**config.mk**
```make
export PLATFORM = sky130hd
export DESIGN_NAME = ett_timer
export DESIGN_NICKNAME = d
export VERILOG_FILES = /design/src/ett_pkg.sv /design/src/ett_edge.sv /design/src/ett_timer.sv
export VERILOG_INCLUDE_DIRS = /design/src
export SDC_FILE = /design/constraint.sdc
export NUM_CORES = 1
export LEC_CHECK = 0
export BUFFER_PORTS_ARGS = -buffer_cell sky130_fd_sc_hd__buf_2
export CAP_MARGIN = 0
export CORE_UTILIZATION = 45
export DETAILED_ROUTE_END_ITERATION = 8
export PLACE_DENSITY = 0.74
export SYNTH_ARGS = -nofsm -noshare
export SYNTH_HDL_FRONTEND = slang
export SYNTH_SLANG_ARGS = --single-unit
```
**constraint.sdc**
```tcl
create_clock -name clock -period 5.4 [get_ports clock]
set_input_delay 1.08 -clock clock [delete_from_list [all_inputs] [get_ports clock]]
set_output_delay 1.08 -clock clock [all_outputs]
set_load 0.02 [all_outputs]
```
**src/ett_defines.svh**
```systemverilog
// Summary of operation
// - eight-bit up-counter with pre-load register
// - two bits select one of four sources
// - load pulse copies pre-load into counter
// - counter write copies pre-load into counter
// - pre-load readable, writable, buffered
// - counts on selected source tick while enabled
// - start detect: idle until start edge
// - first interval end samples serial input
// - carry-out clocks receive and transmit latches
// - software feeds bits, carry times output
// - pins one and two shared with timer
// - aux clock slower, master is multiple
`ifndef ETT_DEFINES_SVH
`define ETT_DEFINES_SVH

////////////////////////////////////////////////////////////////////////////////
// register byte offsets
`define ETT_OFS_CTRL     8'h00
`define ETT_OFS_PRELOAD  8'h04
`define ETT_OFS_COUNT    8'h08
`define ETT_OFS_SERIAL   8'h0C
`define ETT_OFS_GPIO     8'h10

////////////////////////////////////////////////////////////////////////////////
// control fields
`define ETT_CTRL_SEL_LO  0
`define ETT_CTRL_SEL_HI  1
`define ETT_CTRL_EN      2
`define ETT_CTRL_START   3
`define ETT_CTRL_TXPIN   4
`define ETT_CTRL_LOAD    5
`define ETT_CTRL_WAIT    6

// serial fields
`define ETT_SER_RX       0
`define ETT_SER_TX       1
`define ETT_SER_CARRY    2

// port fields
`define ETT_GPIO_OUT_LO  0
`define ETT_GPIO_OUT_HI  1
`define ETT_GPIO_DIR_LO  2
`define ETT_GPIO_DIR_HI  3
`define ETT_GPIO_IN_LO   4
`define ETT_GPIO_IN_HI   5

////////////////////////////////////////////////////////////////////////////////
// reset values, count top and count step
`define ETT_RST_BYTE     8'h00
`define ETT_RST_MARK     1'b1
`define ETT_CNT_TOP      8'hFF
`define ETT_CNT_STEP     8'h01

`endif

```
**src/ett_pkg.sv**
```systemverilog
package ett_pkg;
   typedef enum logic [1:0] {ETT_SRC_MASTER, ETT_SRC_AUX, ETT_SRC_PIN, ETT_SRC_GATED} ett_src_e;
   typedef enum logic [1:0] {ETT_FREE, ETT_WAIT, ETT_RUN} ett_state_e;
   typedef logic [7:0] ett_byte_t;
endpackage

```
**src/ett_edge.sv**
```systemverilog
`timescale 1ns/1ps
`default_nettype none
module ett_edge
   import ett_pkg::*;
#(
   parameter bit FALLING = 1'b0,
   parameter bit IDLE    = 1'b0
) (
   input  wire logic clock,
   input  wire logic rst_b,
   input  wire logic level,
   output logic      edge_pulse
);
   logic prev;

   // idle value avoids a false edge straight after reset
   always_ff @(posedge clock or negedge rst_b) begin
      if (!rst_b) begin
         prev <= IDLE;
      end else begin
         prev <= level;
      end
   end

   assign edge_pulse = FALLING ? (prev & ~level) : (~prev & level);
endmodule // ett_edge
`default_nettype wire

```
**src/ett_timer.sv**
```systemverilog
// The Wishbone interface to the registers and the register offsets were chosen for this implementation.
`timescale 1ns/1ps
`default_nettype none
`include "ett_defines.svh"
module ett_timer
   import ett_pkg::*;
(
   input  wire logic        clock,
   input  wire logic        rst_b,
   input  wire logic        wb_cyc_i,
   input  wire logic        wb_stb_i,
   input  wire logic        wb_we_i,
   input  wire logic [7:0]  wb_adr_i,
   input  wire logic [3:0]  wb_sel_i,
   input  wire logic [31:0] wb_dat_i,
   output logic      [31:0] wb_dat_o,
   output logic             wb_ack_o,
   input  wire logic        aux_clock,
   input  wire logic        pin1_in,
   output logic             pin1_out,
   output logic             pin1_oe_b,
   input  wire logic        pin2_in,
   output logic             pin2_out,
   output logic             pin2_oe_b
);

   ////////////////////////////////////////////////////////////////////////////
   // declarations
   logic       req;
   logic       wr;
   logic       wr_ctrl;
   logic       wr_pre;
   logic       wr_cnt;
   logic       wr_ser;
   logic       wr_gpio;
   ett_src_e   clk_sel;
   logic       count_en;
   logic       start_en;
   logic       tx_pin_func;
   logic       load_pulse;
   logic       load_any;
   ett_byte_t  preload;
   ett_byte_t  count;
   ett_state_e state;
   logic       tick;
   logic       counting;
   logic       carry;
   logic       receive_bit_latch;
   logic       transmit_bit_latch;
   logic       tx_pending;
   logic       carry_flag;
   logic [1:0] gpio_out;
   logic [1:0] gpio_dir;
   logic       aux_rise;
   logic       pin_rise;
   logic       start_edge;
   logic       timer_input_pin;
   logic [31:0] next_rdata;

   assign timer_input_pin = pin1_in;

   ////////////////////////////////////////////////////////////////////////////
   // wishbone slave, one wait state, ack for one cycle
   assign req = wb_cyc_i & wb_stb_i;

   always_ff @(posedge clock or negedge rst_b) begin
      if (!rst_b) begin
         wb_ack_o <= 1'b0;
      end else begin
         wb_ack_o <= req & ~wb_ack_o;
      end
   end

   // writes land on the edge that samples ack
   assign wr      = req & wb_ack_o & wb_we_i & wb_sel_i[0];
   assign wr_ctrl = wr & (wb_adr_i == `ETT_OFS_CTRL);
   assign wr_pre  = wr & (wb_adr_i == `ETT_OFS_PRELOAD);
   assign wr_cnt  = wr & (wb_adr_i == `ETT_OFS_COUNT);
   assign wr_ser  = wr & (wb_adr_i == `ETT_OFS_SERIAL);
   assign wr_gpio = wr & (wb_adr_i == `ETT_OFS_GPIO);

   always_comb begin
      next_rdata = 32'h0000_0000;
      case (wb_adr_i)
         `ETT_OFS_CTRL: begin
            next_rdata[`ETT_CTRL_SEL_HI:`ETT_CTRL_SEL_LO] = clk_sel;
            next_rdata[`ETT_CTRL_EN]    = count_en;
            next_rdata[`ETT_CTRL_START] = start_en;
            next_rdata[`ETT_CTRL_TXPIN] = tx_pin_func;
            next_rdata[`ETT_CTRL_WAIT]  = (state == ETT_WAIT);
         end
         `ETT_OFS_PRELOAD: begin
            next_rdata[7:0] = preload;
         end
         `ETT_OFS_COUNT: begin
            next_rdata[7:0] = count;
         end
         `ETT_OFS_SERIAL: begin
            next_rdata[`ETT_SER_RX]    = receive_bit_latch;
            next_rdata[`ETT_SER_TX]    = transmit_bit_latch;
            next_rdata[`ETT_SER_CARRY] = carry_flag;
         end
         `ETT_OFS_GPIO: begin
            next_rdata[`ETT_GPIO_OUT_HI:`ETT_GPIO_OUT_LO] = gpio_out;
            next_rdata[`ETT_GPIO_DIR_HI:`ETT_GPIO_DIR_LO] = gpio_dir;
            next_rdata[`ETT_GPIO_IN_HI:`ETT_GPIO_IN_LO]   = {pin2_in, pin1_in};
         end
         default: begin
            next_rdata = 32'h0000_0000;
         end
      endcase
   end

   always_ff @(posedge clock or negedge rst_b) begin
      if (!rst_b) begin
         wb_dat_o <= 32'h0000_0000;
      end else if (req & ~wb_ack_o) begin
         wb_dat_o <= next_rdata;
      end
   end

   ////////////////////////////////////////////////////////////////////////////
   // control register
   always_ff @(posedge clock or negedge rst_b) begin
      if (!rst_b) begin
         clk_sel     <= ETT_SRC_MASTER;
         count_en    <= 1'b0;
         start_en    <= 1'b0;
         tx_pin_func <= 1'b0;
      end else if (wr_ctrl) begin
         clk_sel     <= ett_src_e'(wb_dat_i[`ETT_CTRL_SEL_HI:`ETT_CTRL_SEL_LO]);
         count_en    <= wb_dat_i[`ETT_CTRL_EN];
         start_en    <= wb_dat_i[`ETT_CTRL_START];
         tx_pin_func <= wb_dat_i[`ETT_CTRL_TXPIN];
      end
   end

   assign load_pulse = wr_ctrl & wb_dat_i[`ETT_CTRL_LOAD];
   assign load_any   = load_pulse | wr_cnt;

   ////////////////////////////////////////////////////////////////////////////
   // pre-load buffer
   // buffered pre-load write
   always_ff @(posedge clock or negedge rst_b) begin
      if (!rst_b) begin
         preload <= `ETT_RST_BYTE;
      end else if (wr_pre) begin
         preload <= wb_dat_i[7:0];
      end
   end

   ////////////////////////////////////////////////////////////////////////////
   // clock source selection
   ett_edge #(
      .FALLING (1'b0),
      .IDLE    (1'b0)
   ) u_aux_edge (
      .clock      (clock),
      .rst_b      (rst_b),
      .level      (aux_clock),
      .edge_pulse (aux_rise)
   );

   // pin idles high under its pull-up, so no false rise after reset
   ett_edge #(
      .FALLING (1'b0),
      .IDLE    (1'b1)
   ) u_pin_edge (
      .clock      (clock),
      .rst_b      (rst_b),
      .level      (timer_input_pin),
      .edge_pulse (pin_rise)
   );

   // serial line idles high, start bit is a fall
   ett_edge #(
      .FALLING (1'b1),
      .IDLE    (1'b1)
   ) u_start_edge (
      .clock      (clock),
      .rst_b      (rst_b),
      .level      (timer_input_pin),
      .edge_pulse (start_edge)
   );

   always_comb begin
      case (clk_sel)
         ETT_SRC_MASTER: tick = 1'b1;
         ETT_SRC_AUX:    tick = aux_rise;
         ETT_SRC_PIN:    tick = pin_rise;
         ETT_SRC_GATED:  tick = timer_input_pin;
         default:        tick = 1'b0;
      endcase
   end

   ////////////////////////////////////////////////////////////////////////////
   // start-bit state
   // wait for start edge
   always_ff @(posedge clock or negedge rst_b) begin
      if (!rst_b) begin
         state <= ETT_FREE;
      end else if (wr_ctrl) begin
         state <= wb_dat_i[`ETT_CTRL_START] ? ETT_WAIT : ETT_FREE;
      end else begin
         case (state)
            ETT_FREE: state <= ETT_FREE;
            ETT_WAIT: state <= start_edge ? ETT_RUN : ETT_WAIT;
            ETT_RUN:  state <= ETT_RUN;
            default:  state <= ETT_FREE;
         endcase
      end
   end

   ////////////////////////////////////////////////////////////////////////////
   // counter
   assign counting = count_en & (state != ETT_WAIT) & tick;
   assign carry    = counting & ~load_any & (count == `ETT_CNT_TOP);

   always_ff @(posedge clock or negedge rst_b) begin
      if (!rst_b) begin
         count <= `ETT_RST_BYTE;
      end else if (load_any) begin
         count <= preload;
      end else if (carry) begin
         count <= preload;
      end else if (counting) begin
         count <= count + `ETT_CNT_STEP;
      end
   end

   ////////////////////////////////////////////////////////////////////////////
   // serial latches
   // carry clocks latches
   always_ff @(posedge clock or negedge rst_b) begin
      if (!rst_b) begin
         receive_bit_latch <= `ETT_RST_MARK;
      end else if (carry) begin
         receive_bit_latch <= timer_input_pin;
      end
   end

   always_ff @(posedge clock or negedge rst_b) begin
      if (!rst_b) begin
         tx_pending <= `ETT_RST_MARK;
      end else if (wr_ser) begin
         tx_pending <= wb_dat_i[`ETT_SER_TX];
      end
   end

   always_ff @(posedge clock or negedge rst_b) begin
      if (!rst_b) begin
         transmit_bit_latch <= `ETT_RST_MARK;
      end else if (carry) begin
         transmit_bit_latch <= tx_pending;
      end
   end

   // sticky, set beats a same-cycle clear
   always_ff @(posedge clock or negedge rst_b) begin
      if (!rst_b) begin
         carry_flag <= 1'b0;
      end else if (carry) begin
         carry_flag <= 1'b1;
      end else if (wr_ser & wb_dat_i[`ETT_SER_CARRY]) begin
         carry_flag <= 1'b0;
      end
   end

   ////////////////////////////////////////////////////////////////////////////
   // shared port pins
   always_ff @(posedge clock or negedge rst_b) begin
      if (!rst_b) begin
         gpio_out <= 2'h0;
         gpio_dir <= 2'h0;
      end else if (wr_gpio) begin
         gpio_out <= wb_dat_i[`ETT_GPIO_OUT_HI:`ETT_GPIO_OUT_LO];
         gpio_dir <= wb_dat_i[`ETT_GPIO_DIR_HI:`ETT_GPIO_DIR_LO];
      end
   end

   // pin sharing with timer
   // registered pins lag the latch by one cycle, 40 ns against a bit time
   always_ff @(posedge clock or negedge rst_b) begin
      if (!rst_b) begin
         pin1_out  <= 1'b0;
         pin1_oe_b <= 1'b1;
         pin2_out  <= 1'b0;
         pin2_oe_b <= 1'b1;
      end else begin
         pin1_out  <= gpio_out[0];
         pin1_oe_b <= ~gpio_dir[0];
         pin2_out  <= tx_pin_func ? transmit_bit_latch : gpio_out[1];
         pin2_oe_b <= ~(tx_pin_func | gpio_dir[1]);
      end
   end
endmodule // ett_timer
`default_nettype wire

```
Word-level counts from Yosys, hierarchy flattened. Index checks and enable logic that the tools add are counted.

Reduce and logical (&&, ||, !) cells: 4. Add/subtract/negate cells: 1. Multiplexer cells: 16. Equal/unequal tests: 11. Bitwise gates (word level): 28.

Operators with widths (count): 2-to-1 mux 8 bit (3); AND 1 bit (19); equality test 8 x 4 -> 1 bit, second input constant (2); case mux 3 bit (5 select lines) (1); adder 8 x 1 -> 8 bit, second input constant (1); equality test 8 x 3 -> 1 bit, second input constant (1); equality test 8 x 5 -> 1 bit, second input constant (1); equality test 8 bit, second input constant (1); zero test 8 bit (1); case mux 2 bit (4 select lines) (1); inverter 1 bit (7); equality test 2 bit, second input constant (3); case mux 1 bit (3 select lines) (2); equality test 2 x 1 -> 1 bit, second input constant (2); 2-to-1 mux 1 bit (4); 2-to-1 mux 2 bit (2); case mux 1 bit (4 select lines) (1); case mux 2 bit (2 select lines) (1); nonzero test 3 bit (1); zero test 2 bit (1); != test 2 x 1 -> 1 bit, second input constant (1); bitwise OR 1 bit (2); case mux 1 bit (2 select lines) (1); nonzero test 2 bit (1).

Bits of input ports: 52. Flip-flop bits (word level): 46.

Longest topological paths before layout. Gate-level depths: netlist of the first run.

Depth after elaboration: 12. Mapped depth: 8.

By module. Synthesis of the first run repeated with hierarchy kept, for this count alone.

Cell total of the unflattened synthesis: 258. Area total of the unflattened synthesis: 2657.5 um2.

By module, submodules not included: ett_timer (cells each 252, times used 1, area an instance 2538.7 um2, sequential area each 1107.3 um2); ett_edge at u_pin_edge ... (cells each 2, times used 2, area an instance 40.0 um2, sequential area each 26.3 um2); ett_edge at u_aux_edge (cells each 2, times used 1, area an instance 38.8 um2, sequential area each 25.0 um2).

Least setup slack after synthesis of the first run. Ideal clock, no wire load.

Path kind: input-to-reg. Start: input port wb_adr_i[5]. End: register preload[0]. Stages: 4. Data required time: 5275 ps. Buffers on the path: 0. Arrival: 2296 ps. Library setup time: 125 ps. Slack: 2979 ps. Path through: nor4_4 nand3_1 nor3_4 mux2_2.

Longest elaborated chain between the ends: 2.

RTL lines: from (decl) (line ett_timer.sv:13) `input wire logic [7:0] wb_adr_i,`; equality test 8 x 3 -> 1 bit; AND 1 bit (line ett_timer.sv:77) `` assign wr_pre = wr & (wb_adr_i == `ETT_OFS_PRELOAD); ``; to (signal assigned) (line ett_timer.sv:146) `` preload <= `ETT_RST_BYTE; ``; to (signal assigned) (line ett_timer.sv:148) `preload <= wb_dat_i[7:0];`; to (decl) (line ett_timer.sv:42) `ett_byte_t preload;`.

Every way passes these cells. A chain may end at the register's enable or synchronous reset.

Final worst setup path of the first run.
Start: input port wb_adr_i[5]. End: register transmit_bit_latch.

Longest elaborated chain between the ends: 7.

RTL lines: zero test 8 bit; AND 1 bit (line ett_timer.sv:76) `` assign wr_ctrl = wr & (wb_adr_i == `ETT_OFS_CTRL); ``; AND 1 bit (line ett_timer.sv:138) `` assign load_pulse = wr_ctrl & wb_dat_i[`ETT_CTRL_LOAD]; ``; bitwise OR 1 bit * (line ett_timer.sv:139) `assign load_any = load_pulse | wr_cnt;`; inverter 1 bit * (line ett_timer.sv:217) `` assign carry = counting & ~load_any & (count == `ETT_CNT_TOP); ``; AND 1 bit * (2 in series) (line ett_timer.sv:217); to (signal assigned) (line ett_timer.sv:252) `` transmit_bit_latch <= `ETT_RST_MARK; ``; to (signal assigned) (line ett_timer.sv:254) `transmit_bit_latch <= tx_pending;`; to (decl) (line ett_timer.sv:49) `logic transmit_bit_latch;`.

Mark *: on every way between the ends. The rest lies on a longest branch, timed or not.

==> results.md, run 1 <==
- Yosys warns: 0
- Switching Power: approximately 0.16 mW
- Core area: 5172 sq um
- VDD IR-drop max: about 0.16 mV
- Post-cts sizing count: 0
- Final worst-path cycle share: 48.30%
- Worst Hold End: pin1_oe_b
- Total GRT Usage: ~20%
- Final nets: 323
- H-tree lvl count: 2
- Antenna cells: 0
- Die footprint: 5760 sq um
- Tmin final: 2.608 ns
- Mapped Cells: between 200 and 250
- Max Fclk: 0.3834 GHz
- Worst setup SP type: input pin
- DRC viols: 0
- Port Buffers: 37
- Remaining Overflow, GRT: 0
- HP Start: gpio_dir[0]
- Power Density: around 240 nW/um^2
- CTS tree: done
- Area after DPL: about 2600 sq um
- RSZ-0062 raised after global routing: false
- Post-Route Skew: a little under 0.004 ns
- Largest stage delay on the critical path: 0.52 ns
- Final setup violation count: 0
- Post-route cell area: 2726 sq um
- Cts-stage hold buffer count: 0
- Die Width: between 70 and 80 um
- Pwr Total: between 0.6 and 0.7 mW
- WL final: 4875 um
- Seq pwr share: between 50 and 60%
- Status: finished, final reports clean
- Leak: approximately 1.3 nW
- Power Internal: about 0.50 mW
- CP Data Required Time: between 5 and 6 ns
- Post-DRT Antenna Nets: 0
- #FFs+latches synth: 46
- Setup TNS: 0 ns
- Clock latency on the worst-skew pair: approximately 0.30 ns
- EDFF count, synth: 0
- Fraction of registers with async set/reset: 100.0%
- Crit path max fanout: 13
- Reg clk slew, reported paths: about 0.090 ns
- Filler Cells Inserted: ~470
- Clk pwr share: roughly two fifths
- R2R cell count: 5
- Rows: 26
- Hold WS: between 0.4 and 0.5 ns
- Non-Filler Instances: between 300 and 400
- Endpoints failing hold: 0
- Arrival time at the worst endpoint: approximately 2.9 ns
- Die Ht: 75.90 um
- Max Cap Viol: 0
- Post-CTS setup repair buffer count: 0
- DRT iter0 DRCs: roughly 140
- Hold crit path type: reg -> reg
- CP Cell Sequence: buf_2, nor4_4, nand2_4, nor3_4, nand3b_1, mux2_2
- CTS Buf Count: 5
- RePlAce Congestion: slightly above 0.8
- Largest net degree at the start of global routing: 47
- Util after Layout: between 50% and 60%
- DP HPWL: 3770 um
- CTS Sinks: 46
- Netlist cell types: slightly above 50
- Final worst slack: roughly 2.8 ns
- Initial antenna violation count: 0
- Detailed-route via count: 1779
- DRT Pass-1 Iters: 4
- Post-Syn Area: around 2500 sq um
- Max_slew headroom: a little over a third
- R2R Path End: transmit_bit_latch
- Reg2Reg Setup Slack: around 3.3 ns
- CP max stage cell: nor3_4
- Final Max Slew Viols: 0
- Combinational cell fraction of total power: 6.8%
- Share of cells above drive strength 1: just over 30%
- P&R area growth vs syn: 10.95%
- Initial Utilization: 47.51%
- Placed insts: 331
- Net Sw Frac: between 20% and 30%
- Number of I/O pins: 89
- Register area share after synthesis: 47.15%
- Vias in the first global route: approximately 1800
- Worst Tran Pin Value: roughly 0.97 ns
- Root Buffer: clkbuf_8
- CTS max path bufs: 2
- Place WS: ~2.5 ns
- Avg Cell Area, Syn: between 10 and 15 sq um
- Via density: roughly 5.2
- CP Capture Type: flop
- Crit Path Class: in -> reg
- Wirelength per Cell: approximately 14 um
- FF-to-FF Start: wb_ack_o
- Hold Path Stages: 1
- First-pass GRT wire length: 8438 um
- Most common flop cell mapped by yosys: dfrtp_1
==> Yosys cell counts (4+ instances only) <==
| library cell | n | area share (%) |
|---|---|---|
| nand3b_1 | 4 | 1.2 |
| nand2_1 | 19 | 2.9 |
| mux2_2 | 17 | 7.8 |
| inv_1 | 9 | 1.4 |
| a22oi_1 | 8 | 2.4 |
| dfrtp_1 | 40 | 41 |
| and3_1 | 4 | 1.0 |
| nor2_1 | 14 | 2.1 |
| o21ai_0 | 14 | 2.9 |
| dfstp_2 | 6 | 6.4 |
| a21oi_1 | 7 | 1.4 |
| buf_4 | 24 | 7.3 |
| nor3_1 | 5 | 1.0 |
==> metal layers <==
layer	global-route usage, %	part of all wire, %	vias up	wire, um
met3	5.556	6.2	6	304
met5	0	0	-	0
met2	35.00	49	62	2375
li1	-	-	855	-
met4	6.584	1.3	0	65
met1	24.52	44	856	2129
==> sequential cells by signal, summed over array words and instances (netlist names) <==
signal / cells
wb_ack_o: 1
pin1_oe_b: 1
pin1_out: 1
tx_pending: 1
pin2_out: 1
carry_flag: 1
preload: 8
gpio_dir: 2
state: 2
pin2_oe_b: 1
u_start_edge.prev: 1
tx_pin_func: 1
u_aux_edge.prev: 1
receive_bit_latch: 1
count: 8
count_en: 1
wb_dat_o: 8
clk_sel: 2
transmit_bit_latch: 1
start_en: 1
gpio_out: 2
==> worst max-delay path, delay by kind of cell <==
family	cells	cell delay [ns]
mux	1	0.36
simple gates	4	1.28
buf+inv	1	0.12
==> worst max path at each step <==
stage	startpoint	end	slack, ns	cells past startpoint
after global routing	wb_we_i	count[0]	2.68	7
after CTS	wb_adr_i[5]	transmit_bit_latch	2.79	6
after global placement	wb_adr_i[5]	transmit_bit_latch	2.48	6
after detailed placement	wb_adr_i[5]	transmit_bit_latch	2.46	6
final	wb_adr_i[5]	transmit_bit_latch	2.79	6
after floorplan	wb_adr_i[5]	preload[0]	2.98	4
==> power by group through the flow <==
stage                     clock [mW]  combinational [mW]  sequential, mW
after floorplan                    0              0.0373           0.355
after detailed placement           0              0.0450           0.355
after global placement             0              0.0444           0.355
after CTS                      0.272              0.0451           0.348
final                          0.267              0.0446           0.348
after global routing           0.289              0.0510           0.348
==> final cells by class <==
class                      instances  area, sq um  area share (%)
clock buffer                       5        68.82           2.524
clock inverter                     3        47.55           1.744
inverter                           9        33.78           1.239
multi-input combinational        169         1145           41.99
sequential                        46         1159           42.50
tap                               70        87.58           3.212
timing repair buffer              37        185.2           6.792
==> cell usage in the layout (no fill, tap or decap), drive strengths merged, types with 4 or more instances in the layout <==
master	n
dfrtp	40
buf	37
conb	24
nand2	20
mux2	17
nor2	16
o21ai	14
inv	11
nor3	10
a22oi	8
a21oi	8
dfstp	6
clkbuf	5
and3	4
nand3b	4
==> kinds of logic after synthesis <==
| family | synth area share, % |
|---|---|
| flops | 47.15 |
| mux | 9.012 |
| simple gates | 16.90 |
| fa+ha+maj | 1.528 |
| compound gates | 15.48 |
| buf+inv | 9.776 |
| other cells | 0.1526 |
Power figures use the tool's default switching activity.
==> inputs of run 2 (changes only) <==
--- a/config.mk
+++ b/config.mk
@@ -10,7 +10,7 @@
 export CAP_MARGIN = 0
 export CORE_UTILIZATION = 45
 export DETAILED_ROUTE_END_ITERATION = 8
-export PLACE_DENSITY = 0.74
+export PLACE_DENSITY = 0.77
 export SYNTH_ARGS = -nofsm -noshare
 export SYNTH_HDL_FRONTEND = slang
 export SYNTH_SLANG_ARGS = --single-unit
==> constraint.sdc (replaced) <==
create_clock -name clock -period 2.35 [get_ports clock]
set_input_delay 0.47 -clock clock [delete_from_list [all_inputs] [get_ports clock]]
set_output_delay 0.47 -clock clock [all_outputs]
set_load 0.02 [all_outputs]
==> results.md, run 2 (same netlist as run 1, synthesis figures left out) <==
- Hold crit path type: in -> async
- Clk pwr share: between 40% and 50%
- DRT iter0 DRCs: between 150 and 200
- Power Internal: 1.250 mW
- Final setup violation count: 0
- FF-to-FF Start: state[0]
- Wirelength per Cell: roughly 15 um
- P&R area growth vs syn: 14.77%
- Crit Path Class: reg -> reg
- RSZ-0062 raised after global routing: false
- Commonest non-fill, non-tap cells in the layout: dfrtp_1, buf_2, conb_1
- CP Capture Type: flop
- Root Buffer: clkbuf_8
- Reg2Reg Setup Slack: 0.37 ns
- Initial antenna violation count: 0
- Worst Tran Pin Value: 0.5122 ns
- Largest net degree at the start of global routing: 26
- Number of I/O pins: 89
- Non-Filler Instances: between 300 and 400
- H-tree lvl count: 2
- Final worst-path cycle share: around 84%
- Area after DPL: between 2000 and 3000 sq um
- Rows: 26
- Net Sw Frac: 22.24%
- Arrival time at the worst endpoint: roughly 2.2 ns
- CTS max path bufs: 2
- Place WS: about 0.19 ns
- Detailed-route via count: roughly 1800
- DRT Pass-1 Iters: 4
- Die Width: 75.90 um
- DP HPWL: roughly 4000 um
- Final worst slack: between 0.3 and 0.4 ns
- Port Buffers: 37
- Max Fclk: between 0.5 and 0.6 GHz
- Largest stage delay on the critical path: ~0.39 ns
- Switching Power: ~0.36 mW
- Tmin final: slightly below 2 ns
- Leak: 1.401 nW
- Vias in the first global route: about 1700
- CTS Sinks: 46
- Placed insts: around 340
- Reg clk slew, reported paths: around 0.09 ns
- Power Density: between 500 and 600 nW/um^2
- Bufs and invs on worst path: 1
- Combinational cell fraction of total power: 6.8%
- Status: finished, final reports clean
- Die Ht: 75.90 um
- CP Data Required Time: 2.54 ns
- VDD IR-drop max: 0.2551 mV
- Commonest non-fill, non-tap cell in the layout: dfrtp_1
- Initial Utilization: 47.51%
- Final nets: 331
- Seq pwr share: between 40% and 50%
- R2R Path End: count[0]
- First-pass GRT wire length: 8604 um
- R2R cell count: 7
- Pwr Total: ~1.6 mW
- Total GRT Usage: 20.72%
- Post-Route Skew: 0.007080 ns
- Antenna cells: 0
- Die footprint: between 5000 and 6000 sq um
- RePlAce Congestion: approximately 0.82
- Share of cells above drive strength 1: 32.85%
- Largest registers: count: 8 flops, preload: 8 flops, wb_dat_o: 8 flops
- Final Max Slew Viols: 0
- Setup TNS: 0 ns
- Max_slew headroom: 65.85%
- Remaining Overflow, GRT: 0
- Worst setup SP type: flop
- CP max stage cell: dfrtp_1
- Filler Cells Inserted: approximately 430
- Util after Layout: approximately 55%
- CP top delay family: compound AO/OA/AOI/OAI gates
- Max Cap Viol: 0
- CTS tree: done
- DRC viols: 0
- Post-DRT Antenna Nets: 0
- Via density: roughly 5.3
- Crit path from: state[0]
- WL final: roughly 5000 um
- Hold WS: ~0.13 ns
- Post-cts sizing count: 0
- Endpoints failing hold: 0
- Post-CTS setup repair buffer count: 0
- Core area: between 5000 and 6000 sq um
- Crit path max fanout: 10
- CP Cell Sequence: ha_1, inv_1, o311ai_2, nor3_2, a21oi_4, nor3b_1, a211o_1
- CTS Buf Count: 5
- Cts-stage hold buffer count: 0
- Post-route cell area: between 2000 and 3000 sq um
- Clock latency on the worst-skew pair: around 0.30 ns
-- run 2: cell types whose count changed in the layout (fill, tap and decap cells not counted), sizes merged --
cell,previous run,this run
buf,37,45
inv,11,9
bufinv,1,2
clkinv,0,1
-- run 2: routing by layer --
layer / GRT usage, % / part of all wire [%] / up-vias / wire length, um
li1: - / - / 867 / -
met3: 5.159 / 6.6 / 11 / 339
met2: 32.94 / 48 / 72 / 2457
met4: 8.230 / 1.8 / 0 / 93
met1: 27.14 / 43 / 889 / 2215
met5: 0 / 0 / - / 0
-- run 2: area by class of cell --
| type | instances | area [sq um] | share of cell area (%) |
|---|---|---|---|
| clock buffers | 5 | 68.82 | 2.440 |
| well taps | 70 | 87.58 | 3.106 |
| repair buffers | 45 | 257.7 | 9.139 |
| flip-flops and latches | 46 | 1159 | 41.08 |
| multi-input cells | 169 | 1145 | 40.59 |
| inverters | 9 | 33.78 | 1.198 |
| clock inverters | 3 | 68.82 | 2.440 |
-- run 2: worst register-to-register path: stages (launching register included) --
cell      delay, ns
dfrtp_1        0.39
ha_1           0.25
inv_1          0.11
o311ai_2       0.13
nor3_2         0.36
a21oi_4        0.18
nor3b_1        0.17
a211o_1        0.27
-- run 2: power groups by stage --
stage / combinational [mW] / clock [mW] / sequential [mW]
6_report: 0.109 / 0.698 / 0.800
5_1_grt: 0.125 / 0.757 / 0.801
4_1_cts: 0.110 / 0.712 / 0.800
3_5_place_dp: 0.109 / 0 / 0.815
3_3_place_gp: 0.108 / 0 / 0.815
2_1_floorplan: 0.0858 / 0 / 0.816
-- run 2: worst max path at each step --
stage                            end  slack (ns)  cells after the start
final                       count[0]        0.37                      7
after global routing        count[0]        0.25                      7
after CTS                   count[0]        0.36                      7
after detailed placement    count[0]        0.19                      7
after global placement      count[3]        0.21                      7
after floorplan           preload[0]        0.54                      4
==> inputs of run 3 (changes only) <==
--- a/config.mk
+++ b/config.mk
@@ -6,11 +6,12 @@
 export SDC_FILE = /design/constraint.sdc
 export NUM_CORES = 1
 export LEC_CHECK = 0
+export ABC_AREA = 1
 export BUFFER_PORTS_ARGS = -buffer_cell sky130_fd_sc_hd__buf_2
 export CAP_MARGIN = 0
 export CORE_UTILIZATION = 45
 export DETAILED_ROUTE_END_ITERATION = 8
-export PLACE_DENSITY = 0.77
+export PLACE_DENSITY = 0.73
 export SYNTH_ARGS = -nofsm -noshare
 export SYNTH_HDL_FRONTEND = slang
 export SYNTH_SLANG_ARGS = --single-unit
==> constraint.sdc (replaced) <==
create_clock -name clock -period 2.1 [get_ports clock]
set_input_delay 0.42 -clock clock [delete_from_list [all_inputs] [get_ports clock]]
set_output_delay 0.42 -clock clock [all_outputs]
set_load 0.02 [all_outputs]
==> results.md, run 3 <==
- Yosys warns: 0
- Share of cells above drive strength 1: a little under a fifth
- Core area: around 5500 sq um
- Crit path from: state[0]
- CP top delay family: simple AND/OR/NAND/NOR gates
- Crit path max fanout: 8
- Power Density: just over 600 nW/um^2
- Vias in the first global route: approximately 2000
- CP Cell Sequence: ha_1, inv_1, nand2_1, a21oi_1, nand3_2, nand2_2, nand2_1, nand3_1, nand2_1
- Post-DRT Antenna Nets: 0
- Arrival time at the worst endpoint: 2.05 ns
- Reg clk slew, reported paths: approximately 0.090 ns
- Final nets: between 400 and 500
- Power Internal: 1.226 mW
- Placed insts: 436
- Final worst-path cycle share: 88.52%
- Tmin final: around 1.9 ns
- CP Data Required Time: 2.29 ns
- Port Buffers: 37
- Commonest non-fill, non-tap cells in the layout: nand2_1, inv_1, dfrtp_1
- Number of I/O pins: just under 90
- Util after Layout: about half
- Non-Filler Instances: 444
- Max_slew headroom: around 62%
- DP HPWL: ~4200 um
- Cts-stage hold buffer count: 0
- Top-area cell type share of the netlist area: between 30 and 40%
- Status: finished, final reports clean
- Remaining Overflow, GRT: 0
- Commonest non-fill, non-tap cell in the layout: nand2_1
- Total GRT Usage: about 20%
- Post-CTS setup repair buffer count: 0
- #FFs+latches synth: between 40 and 50
- Final Max Slew Viols: 0
- CP Capture Type: flop
- Wirelength per Cell: around 13 um
- Die Ht: just under 80 um
- Endpoints failing hold: 0
- Max Cap Viol: 0
- Seq pwr share: 54.5%
- Die Width: 77.50 um
- DRT iter0 DRCs: about 170
- WL final: 5552 um
- Worst Tran Pin Value: roughly 0.57 ns
- RSZ-0062 raised after global routing: false
- VDD IR-drop max: ~0.31 mV
- Synth area leader: dfrtp_1
- Crit path top cell by count: nand2_1
- Die footprint: 6005 sq um
- Post-Route Skew: just over 0.007 ns
- RePlAce Congestion: approximately 0.9
- DRT Pass-1 Iters: 4
- Setup TNS: 0 ns
- Final setup violation count: 0
- Netlist cell types: 32
- Bufs and invs on worst path: 1
- Cell count along the critical path: 9
- Antenna cells: 0
- CTS Sinks: 46
- Hold crit path type: in -> async
- Most frequent cell after synthesis: nand2_1
- First-pass GRT wire length: just over 9000 um
- Initial antenna violation count: 0
- CTS max path bufs: 2
- H-tree lvl count: 2
- Post-cts sizing count: 0
- Commonest cells post-synth: nand2_1, inv_1, dfrtp_1
- CTS Buf Count: 5
- Most common flop cell mapped by yosys: dfrtp_1
- R2R Path End: count[5]
- Net Sw Frac: 28.42%
- Post-Syn Area: 2565 sq um
- Post-route cell area: about 2800 sq um
- Worst setup SP type: flop
- Fraction of registers with async set/reset: 100.0%
- Reg2Reg Setup Slack: 0.24 ns
- Root Buffer: clkbuf_8
- Crit Path Class: reg -> reg
- DRC viols: 0
- Area after DPL: 2743 sq um
- FF-to-FF Start: state[0]
- Leak: about 1.5 nW
- Largest registers: count: 8 flops, preload: 8 flops, wb_dat_o: 8 flops
- Clock latency on the worst-skew pair: ~0.30 ns
- EDFF count, synth: 0
- Clk pwr share: a little under a third
- Via density: 4.973
- Switching Power: ~0.49 mW
- P&R area growth vs syn: 10.29%
- Mapped Cells: 329
- Area contributors post-synth: dfrtp_1, nand2_1, buf_4
- Initial Utilization: a little under half
- Avg Cell Area, Syn: between 7 and 8 sq um
- Detailed-route via count: between 2000 and 2500
- Register area share after synthesis: a little under half
- R2R cell count: 9
- Max Fclk: 0.5379 GHz
- Combinational cell fraction of total power: 14.3%
- Largest net degree at the start of global routing: 47
- Filler Cells Inserted: about 550
- Rows: 27
- CTS tree: done
- CP max stage cell: dfrtp_1
- Largest stage delay on the critical path: between 0.3 and 0.4 ns
run 3: cell types whose count changed in the layout (fill, tap and decap cells not counted), moves of 4 or more:
cell	before	now
nand3_1	3	25
a22oi_1	8	0
o21ai_1	0	5
nor3_1	5	1
mux2_2	17	0
nand4_1	1	7
nand2_2	0	8
inv_1	9	44
buf_4	7	3
nor2_1	14	26
nand2_1	19	80
o21ai_0	14	22
and3_1	4	0
run 3: power groups by stage:
stage	sequential [mW]	clock, mW	combinational [mW]
finish	0.934	0.534	0.246
detailed placement	0.951	0	0.246
CTS	0.934	0.549	0.247
global placement	0.950	0	0.241
global route	0.938	0.584	0.276
floorplan	0.965	0	0.180
run 3: worst max-delay path by stage:
stage	endpoint	slack [ns]
floorplan	receive_bit_latch	0.60
CTS	count[5]	0.24
global route	count[3]	0.07
finish	count[5]	0.24
detailed placement	count[5]	0.25
global placement	count[5]	0.29
run 3: worst reg2reg max path, cell delays in order (launching register included):
cell and delay, ns:
dfrtp_1 0.39, ha_1 0.24, inv_1 0.08, nand2_1 0.05, a21oi_1 0.29, nand3_2 0.26, nand2_2 0.23, nand2_1 0.09
nand3_1 0.07, nand2_1 0.05
run 3: final cells by class:
cell class                 instances  area, sq um  area share (%)
timing repair buffer              40        207.7           7.342
tap                               72        90.09           3.184
sequential                        46         1159           40.96
inverter                          45        168.9           5.971
multi-input combinational        233         1117           39.50
clock inverter                     2        13.76          0.4865
clock buffer                       6        72.57           2.565
run 3: cells by family after synthesis:
| group | share of synthesized area (%) |
|---|---|
| buf+inv | 14.63 |
| compound gates | 9.951 |
| fa+ha+maj | 1.464 |
| other cells | 0.1462 |
| simple gates | 27.61 |
| xor+xnor | 1.025 |
| flops | 45.17 |
run 3: routing by layer:
metal  up-vias  GRT usage, %  share of wire (%)  routed length, um
met4         0         10.00                2.2                123
met5         -             0                  0                  0
met1      1019         28.46                 48               2655
li1       1094             -                  -                  -
met3        11         2.706                5.6                310
met2        84         29.82                 44               2463
run 3: stage by stage:
| stage | hold WS (ns) | worst slack [ns] | total power [mW] |
|---|---|---|---|
| after floorplan | 0.1244 | 0.6048 | 1.145 |
| after global placement | 0.4049 | 0.2915 | 1.191 |
| after detailed placement | 0.4058 | 0.2511 | 1.197 |
| after CTS | 0.2172 | 0.2416 | 1.729 |
| after global routing | 0.2320 | 0.06921 | 1.798 |
| final | 0.1845 | 0.2410 | 1.713 |
